### config.mk
export PLATFORM = sky130hd
export DESIGN_NAME = tmrov_top
export DESIGN_NICKNAME = d
export VERILOG_FILES = /design/src/tmrov_pkg.sv /design/src/tmrov_top.sv
export VERILOG_INCLUDE_DIRS = /design/src
export SDC_FILE = /design/constraint.sdc
export NUM_CORES = 1
export LEC_CHECK = 0
export ABC_AREA = 1
export BUFFER_PORTS_ARGS = -buffer_cell sky130_fd_sc_hd__buf_4
export CAP_MARGIN = 40
export CORE_UTILIZATION = 55
export DETAILED_ROUTE_END_ITERATION = 10
export HOLD_SLACK_MARGIN = 0.05
export PLACE_DENSITY = 0.9
export SLEW_MARGIN = 20
export SYNTH_ARGS = -nofsm -noshare
export SYNTH_HDL_FRONTEND = slang
export SYNTH_SLANG_ARGS = --single-unit
### constraint.sdc
create_clock -name pclk -period 4.1 [get_ports pclk]
set_input_delay 0.205 -clock pclk [delete_from_list [all_inputs] [get_ports pclk]]
set_output_delay 0.205 -clock pclk [all_outputs]
set_load 0.05 [all_outputs]
### src/tmrov_consts.svh
`ifndef TMROV_CONSTS_SVH
`define TMROV_CONSTS_SVH

// Register byte addresses
`define TMROV_ADDR_CTRL 8'h00
`define TMROV_ADDR_LOW 8'h04
`define TMROV_ADDR_HBUF 8'h08
`define TMROV_ADDR_INTC 8'h0C
`define TMROV_ADDR_INTC2 8'h10

// timer_control fields
`define TMROV_CTRL_RUN 7
`define TMROV_CTRL_BYTE_WIDTH 6
`define TMROV_CTRL_SRC 5
`define TMROV_CTRL_EDGE 4
`define TMROV_CTRL_PS_BYPASS 3
`define TMROV_CTRL_PS_MSB 2

// interrupt_control and interrupt_control_two fields
`define TMROV_INTC_IE 5
`define TMROV_INTC_FLAG 2
`define TMROV_INTC2_PRIO 2

// Reset values
`define TMROV_CTRL_RESET 8'hC8
`define TMROV_CNT_RESET 16'h0000

// Timing: instruction cycle is 40 ns, write hold-off is two instruction cycles
`define TMROV_INSTR_NS 40
`define TMROV_CLK_NS 10
`define TMROV_INSTR_CYCLES (`TMROV_INSTR_NS / `TMROV_CLK_NS)
`define TMROV_HOLDOFF_INSTR 2'h2

`endif

### src/tmrov_pkg.sv
`default_nettype none
package tmrov_pkg;

  typedef struct packed {
    logic [7:0] ctrl;
    logic [15:0] count;
    logic [7:0] hbuf;
    logic ie;
    logic flag;
    logic prio;
    logic [7:0] pre_cnt;
    logic [7:0] div_cnt;
    logic [1:0] holdoff;
    logic ext_s1;
    logic ext_s2;
    logic ext_s3;
    logic pready;
    logic pslverr;
    logic [31:0] prdata;
    logic irq;
    logic irq_high;
    logic irq_low;
  } tmrov_state_t;

endpackage : tmrov_pkg
`default_nettype wire

### src/tmrov_top.sv
// Design decisions made here: the APB register port and the register addresses.
`timescale 1ns/1ns
`default_nettype none
`include "tmrov_consts.svh"

module tmrov_top #(
  parameter int ADDR_W = 8
) (
  // Clock and reset
  input wire logic pclk,
  input wire logic presetn,
  // APB slave
  input wire logic psel,
  input wire logic penable,
  input wire logic pwrite,
  input wire logic [ADDR_W-1:0] paddr,
  input wire logic [31:0] pwdata,
  output logic [31:0] prdata,
  output logic pready,
  output logic pslverr,
  // External count pin
  input wire logic external_count_input,
  // Interrupt requests
  output logic irq,
  output logic irq_high,
  output logic irq_low
);

  localparam logic [7:0] INSTR_LAST = 8'(`TMROV_INSTR_CYCLES - 1);

  tmrov_pkg::tmrov_state_t s;
  tmrov_pkg::tmrov_state_t next_s;

  logic setup;
  logic access;
  logic wr;
  logic instr_tick;
  logic ext_edge;
  logic src_event;
  logic step;
  logic ovf;
  logic wide;
  logic [7:0] ps_limit;
  logic [7:0] addr;

  always_comb begin
    next_s = s;
    addr = 8'(paddr);
    setup = psel & ~penable;
    access = psel & penable & s.pready;
    wr = access & pwrite;
    wide = ~s.ctrl[`TMROV_CTRL_BYTE_WIDTH];
    next_s.pready = 1'b0;
    next_s.pslverr = 1'b0;

    // Instruction clock from the core clock
    instr_tick = (s.div_cnt == INSTR_LAST);
    if (instr_tick) begin
      next_s.div_cnt = 8'h00;
    end else begin
      next_s.div_cnt = s.div_cnt + 8'h01;
    end

    // Pin passes two flops before the edge detector, adding one more stage
    next_s.ext_s2 = s.ext_s1;
    next_s.ext_s3 = s.ext_s2;
    next_s.ext_s1 = external_count_input;
    if (s.ctrl[`TMROV_CTRL_EDGE]) begin
      ext_edge = s.ext_s3 & ~s.ext_s2;
    end else begin
      ext_edge = ~s.ext_s3 & s.ext_s2;
    end

    if (s.ctrl[`TMROV_CTRL_SRC]) begin
      src_event = ext_edge;
    end else begin
      src_event = instr_tick;
    end

    // Hold-off counts down in instruction cycles
    if (instr_tick && s.holdoff != 2'h0) begin
      next_s.holdoff = s.holdoff - 2'h1;
    end

    // Prescale ratio 2, 4 ... 256
    ps_limit = 8'((16'h0002 << s.ctrl[`TMROV_CTRL_PS_MSB:0]) - 16'h0001);
    step = 1'b0;
    if (s.ctrl[`TMROV_CTRL_RUN] && src_event && s.holdoff == 2'h0) begin
      if (s.ctrl[`TMROV_CTRL_PS_BYPASS]) begin
        step = 1'b1;
      end else if (s.pre_cnt == ps_limit) begin
        next_s.pre_cnt = 8'h00;
        step = 1'b1;
      end else begin
        next_s.pre_cnt = s.pre_cnt + 8'h01;
      end
    end

    ovf = 1'b0;
    if (step) begin
      if (wide) begin
        next_s.count = s.count + 16'h0001;
        ovf = (s.count == 16'hFFFF);
      end else begin
        next_s.count = {s.count[15:8], s.count[7:0] + 8'h01};
        ovf = (s.count[7:0] == 8'hFF);
      end
    end

    // Setup phase: decode, capture read data, answer in the next cycle
    if (setup) begin
      next_s.pready = 1'b1;
      next_s.prdata = 32'h0000_0000;
      if (!pwrite) begin
        unique case (addr)
          `TMROV_ADDR_CTRL: begin
            next_s.prdata = {24'h00_0000, s.ctrl};
          end
          `TMROV_ADDR_LOW: begin
            next_s.prdata = {24'h00_0000, next_s.count[7:0]};
            // Copy taken with the low byte so both halves match
            if (wide) begin
              next_s.hbuf = next_s.count[15:8];
            end
          end
          `TMROV_ADDR_HBUF: begin
            next_s.prdata = {24'h00_0000, s.hbuf};
          end
          `TMROV_ADDR_INTC: begin
            next_s.prdata[`TMROV_INTC_IE] = s.ie;
            next_s.prdata[`TMROV_INTC_FLAG] = s.flag;
          end
          `TMROV_ADDR_INTC2: begin
            next_s.prdata[`TMROV_INTC2_PRIO] = s.prio;
          end
          default: begin
            next_s.pslverr = 1'b1;
          end
        endcase
      end else begin
        unique case (addr)
          `TMROV_ADDR_CTRL, `TMROV_ADDR_LOW, `TMROV_ADDR_HBUF,
          `TMROV_ADDR_INTC, `TMROV_ADDR_INTC2: begin
            next_s.pslverr = 1'b0;
          end
          default: begin
            next_s.pslverr = 1'b1;
          end
        endcase
      end
    end

    // Sticky flag; a new overflow wins over a write-one clear
    if (wr && addr == `TMROV_ADDR_INTC && pwdata[`TMROV_INTC_FLAG]) begin
      next_s.flag = 1'b0;
    end
    if (ovf) begin
      next_s.flag = 1'b1;
    end

    // Access phase: writes take effect
    if (wr) begin
      unique case (addr)
        `TMROV_ADDR_CTRL: begin
          next_s.ctrl = pwdata[7:0];
        end
        `TMROV_ADDR_LOW: begin
          next_s.count[7:0] = pwdata[7:0];
          if (wide) begin
            next_s.count[15:8] = s.hbuf;
          end
          next_s.pre_cnt = 8'h00;
          next_s.holdoff = `TMROV_HOLDOFF_INSTR;
        end
        `TMROV_ADDR_HBUF: begin
          // Only the buffer moves; the real high byte waits for the low write, and in byte-width mode that write does not load it
          next_s.hbuf = pwdata[7:0];
        end
        `TMROV_ADDR_INTC: begin
          next_s.ie = pwdata[`TMROV_INTC_IE];
        end
        `TMROV_ADDR_INTC2: begin
          next_s.prio = pwdata[`TMROV_INTC2_PRIO];
        end
        default: begin
          next_s.ie = s.ie;
        end
      endcase
    end

    // Interrupt outputs registered from the updated state
    next_s.irq = next_s.flag & next_s.ie;
    next_s.irq_high = next_s.irq & next_s.prio;
    next_s.irq_low = next_s.irq & ~next_s.prio;
  end

  always_ff @(posedge pclk or negedge presetn) begin
    if (!presetn) begin
      s <= '0;
      s.ctrl <= `TMROV_CTRL_RESET;
      s.count <= `TMROV_CNT_RESET;
    end else begin
      s <= next_s;
    end
  end

  assign prdata = s.prdata;
  assign pready = s.pready;
  assign pslverr = s.pslverr;
  assign irq = s.irq;
  assign irq_high = s.irq_high;
  assign irq_low = s.irq_low;

endmodule : tmrov_top
`default_nettype wire

# Word-level counts from Yosys, hierarchy flattened

Cells that the tools add are included.
W data, S select, Z words.

Flip-flop bits (word level): 93
Logic and storage cells: 94
Output and inout bits: 37

Shift-type cells: 1
Add/subtract/negate cells: 6
Equal/unequal tests: 8
Bitwise gates (word level): 13
Reductions and logical operators: 10
Muxes and demuxes: 38

Operator list:

| kind                    | count |
|---|---|
| $mux W8                 | 11 |
| $mux W16                | 3 |
| $mux W34                | 1 |
| $mux W32                | 1 |
| $mux W25                | 1 |
| $add A8 B1 Y8 const B   | 3 |
| $pmux W2 S3             | 3 |
| $add A16 B1 Y16 const B | 1 |
| $eq A16 B16 Y1 const B  | 1 |
| $eq A8 B4 Y1 const B    | 2 |
| $mux W1                 | 12 |
| $and A1 B1 Y1           | 9 |
| $mux W9                 | 1 |
| $eq A8 B2 Y1 const B    | 1 |
| $eq A8 B3 Y1 const B    | 1 |
| $eq A8 B5 Y1 const B    | 1 |
| $eq A8 B8 Y1            | 1 |
| $eq A8 B8 Y1 const B    | 1 |
| $logic_not A8 Y1        | 1 |
| $shl A2 B3 Y8 const A   | 1 |
| $sub A8 B1 Y8 const B   | 1 |
| $mux W2                 | 3 |
| $logic_and A1 B1 Y1     | 5 |
| $pmux W1 S5             | 1 |
| 7 further kinds         | 10 |

# Logic depth before layout (Yosys ltp)

Word-level depth: 16
Gate-level depth with buffers: 16
Mapped depth without buffers: 15

# Least setup slack after synthesis

Ideal clock, no wire load.

Path kind: register to register
Start point: reg s[42] (netlist bit)
End point: reg with a tool-made name
Stages on the path, launching flop included: 13
Arrival time: 1.578 ns
Data required time: 3.982 ns
Setup time: 0.118 ns
Buffers on the path: 1
Path slack: 2.404 ns
Path through: dfrtp_1 -> ha_1 -> inv_1 -> nor2_1 -> nand3_1 -> nand2_1 -> nand2_1 -> nor2_4 -> nand2_4 -> buf_6 -> nand2_1 -> nand2_1 -> a21o_1

RTL lines:

| element                  | line             | source |
|---|---|---|
| start: declaration       | tmrov_top.sv:31  | `tmrov_pkg::tmrov_state_t s;` |
| start signal: assignment | tmrov_top.sv:203 | `s <= next_s;` |

==> impl_results.md <==
- # fillers: roughly 640
- Die Area: about 8300 sq um
- Core Box Area: 7730 sq um
- WL final: 10700 microns
- Crit path DAT: ~2.7 ns
- Post-route DRC: 0
- Number of vias per cell: between 5 and 6
- Period utilization: 57.8%
- Worst path required time: between 4 and 5 ns
- Unrepaired setup endpoints after global routing: false
- Clock tree buffer depth: 2
- Synthesized area: approximately 4400 sq um
- CP Capture Type: flip-flop
- Most Used Layer, Global Route: met2
- DR iter-0 viols: around 390
- First-pass detailed-route iteration total: 5
- Hold Crit Depth: 3
- Cells along the critical path: ha_1 > inv_1 > nor2_1 > nand3_1 > nand2_1 > nand2_1 > nor2_4 > nand2_4 > inv_2 > nand2_1 > nand2_1 > nand2_1 > nor2_1
- Critical path class: flip-flop to flip-flop
- Setup TNS Final: 0 ns
- Cell variety after synth: 38
- CP top delay family: simple AND/OR/NAND/NOR gates
- R2r startpoint: s[42]$_DFF_PN0_
- Vias: slightly above 4000
- CTS resizes: 0
- Critical Path Start Type: flip-flop
- # IOs: slightly above 80
- Hold WC Path Type: primary input to flip-flop
- Post-route cell area: about 4800 sq um
- Antenna cells: 0
- Final Total Pwr: ~1.4 mW
- Reg2reg end: irq_high$_DFF_PN0_
- # rows: 32
- Largest net degree at the start of global routing: between 40 and 50
- Final hold violation count: 0
- Setup crit start: s[42]$_DFF_PN0_
- CTS buffer count: 9
- Worst path slowest cell: dfrtp_1
- CTS Sinks: 69
- Bufs and invs on worst path: 2
- Layout net count: approximately 690
- Synthesis-stage register bit count: 69
- Number of routed nets with antenna violations: 0
- R2R depth: 13
- Syn Inst Count: roughly 610
- Warnings, synthesis: 0
- Antenna violations before repair: 0
- Initial Utilization: 56.7%
- R2r setup slk: about 1.7 ns
- Leakage: 2.46 nW
- Cell Pwr Density: 297 nW/um^2
- Worst-Skew Late Latency: between 0.3 and 0.4 ns
- Status: completed
- Max IR drop VDD: between 0.2 and 0.3 mV
- Vias in the first global route: between 3000 and 4000
- Hold Path End: pready$_DFF_PN0_
- Maxcap violations: 0
- Crit path time final: roughly 2.4 ns
- Die Span Y: between 90 and 100 microns
- GRT Util Overall: approximately 27%
- Die W: between 90 and 100 microns
- Slew HR: 61.7%
- Worst Hold Launch: psel
- Clock slew at reported path FFs: roughly 0.08 ns
- H-tree Lvls: 3
- First-pass GRT wire length: about 18000 microns
- Clk_skew: roughly 0.013 ns
- Clk root buf: clkbuf_8
- Sequential share of the synthesized area: about two fifths
- M3 GR Usage: between 5 and 6%
- I/O Buffers: 34
- Worst-path fanout max: 17
- Routed WL per cell: ~14 microns
- Overflow after GRT: 0
- Slowest stage delay, CP: ~0.38 ns
- Mean Syn Cell Area: ~7.2 sq um
- Gp weighted congestion: slightly below 0.9
- Met2 GRT Util: 43.5%
- Crit path top cell by count: nand2_1
- Slew @ Worst Pin: between 0.5 and 0.6 ns
- Cell Area, Placed: around 4600 sq um
- Final setup viols: 0
- Global Route met1 Usage: between 30% and 40%
- F_max: roughly 0.42 GHz
- Post-DP HPWL: between 7000 and 8000 microns
- Share of cells above drive strength 1: between 10% and 20%
- CTS tree: done
- Layout area overhead: 9.49%
- Max Slew Vio Count: 0
-- worst reg2reg max path, cell delays in order, from the launching register on --
cell and delay (ns):
dfrtp_1 0.38, ha_1 0.20, inv_1 0.05, nor2_1 0.10, nand3_1 0.15, nand2_1 0.11, nand2_1 0.08, nor2_4 0.38
nand2_4 0.25, inv_2 0.15, nand2_1 0.11, nand2_1 0.11, nand2_1 0.10, nor2_1 0.13
-- report_power, final --
part | switching [mW] | total, mW | internal [mW]
registers | 0.0117 | 0.708 | 0.696
logic | 0.115 | 0.156 | 0.0409
clock network | 0.277 | 0.559 | 0.283
-- per-stage QoR --
stage                     cells  worst slack, ns  utilization [%]  hold slack (ns)
after detailed placement    722             1.76             58.9            0.125
after floorplan             628             2.40                -          -0.0906
after CTS                   741             1.73             61.8            0.108
after global routing        742             1.54             62.0            0.109
final                       742             1.73             62.0            0.111
after global placement      721             1.91             58.5            0.315
-- area by class of cell --
type                       instances  area (sq um)  area share, %
multi-input combinational        433          2100           43.8
clock inverter                     7          73.8           1.54
timing repair buffer              39           328           6.84
inverter                          83           312           6.50
tap                              102           128           2.66
clock buffer                       9           124           2.58
sequential                        69          1730           36.1
-- cell families (layout without fill, tap and decap cells) --
kind of cell | Yosys count | count (layout) | share of synthesized area [%]
DFF | 69 | 69 | 39.5
AOI/OAI and AO/OA | 82 | 82 | 10.5
other | 1 | 24 | 0.0857
buffers and inverters | 126 | 138 | 14.5
xor gates and xnor gates | 15 | 15 | 3.00
and+or+nand+nor | 308 | 308 | 31.2
adders and majority gates | 4 | 4 | 1.14
-- routing by layer --
layer  wire length (microns)  up-vias
met5                       0        -
met4                     353        0
met3                     971       34
met2                    5140      253
met1                    4280     1834
li1                        -     1926
-- worst max-delay path by stage --
| stage | cells past startpoint | endpoint |
|---|---|---|
| after CTS | 13 | irq_high$_DFF_PN0_ |
| after floorplan | 12 | flip-flop |
| after detailed placement | 13 | irq_high$_DFF_PN0_ |
| after global routing | 13 | irq_high$_DFF_PN0_ |
| final | 13 | irq_high$_DFF_PN0_ |
| after global placement | 13 | irq_low$_DFF_PN0_ |
-- cells in the mapped netlist, drive strengths merged --
library cell | count | area, sq um
o211ai | 6 | 45.0
o21ai | 37 | 193
nor3b | 1 | 7.51
nand3 | 44 | 225
a21oi | 22 | 110
nand2 | 179 | 699
dfrtp | 66 | 1650
clkbuf | 4 | 15.0
dfstp | 3 | 78.8
nand3b | 1 | 7.51
xnor2 | 1 | 8.76
conb | 1 | 3.75
a31oi | 1 | 6.26
a211oi | 2 | 15.0
xor2 | 14 | 123
nor2 | 56 | 243
buf | 39 | 309
ha | 4 | 50.1
nand4 | 11 | 75.1
clkinv | 1 | 3.75
o22ai | 10 | 62.6
or2 | 1 | 6.26
a21o | 4 | 30.0
nor3 | 15 | 101
inv | 82 | 308
-- what timing repair did --
item / CTS / global route
setup buffers: 0 / 0
hold buffers: 3 / 0
hold endpoints to repair: 23 / 0
-- placed cells by master, fill, tap and decap left out, drive strengths merged, types with 2 or more instances in the layout --
cell type and count:
nand3 44, ha 4, buf 36, o211ai 6, a21oi 22, o22ai 10
clkbuf 9, dfstp 3, a211oi 2, a21o 4, dlygate4sd3 3, dfrtp 66
o21ai 37, clkinv 5, nor2 56, inv 83, nand2 179, nand4 11
xor2 14, nor3 15, conb 24
(Power assumes the default switching activity.)
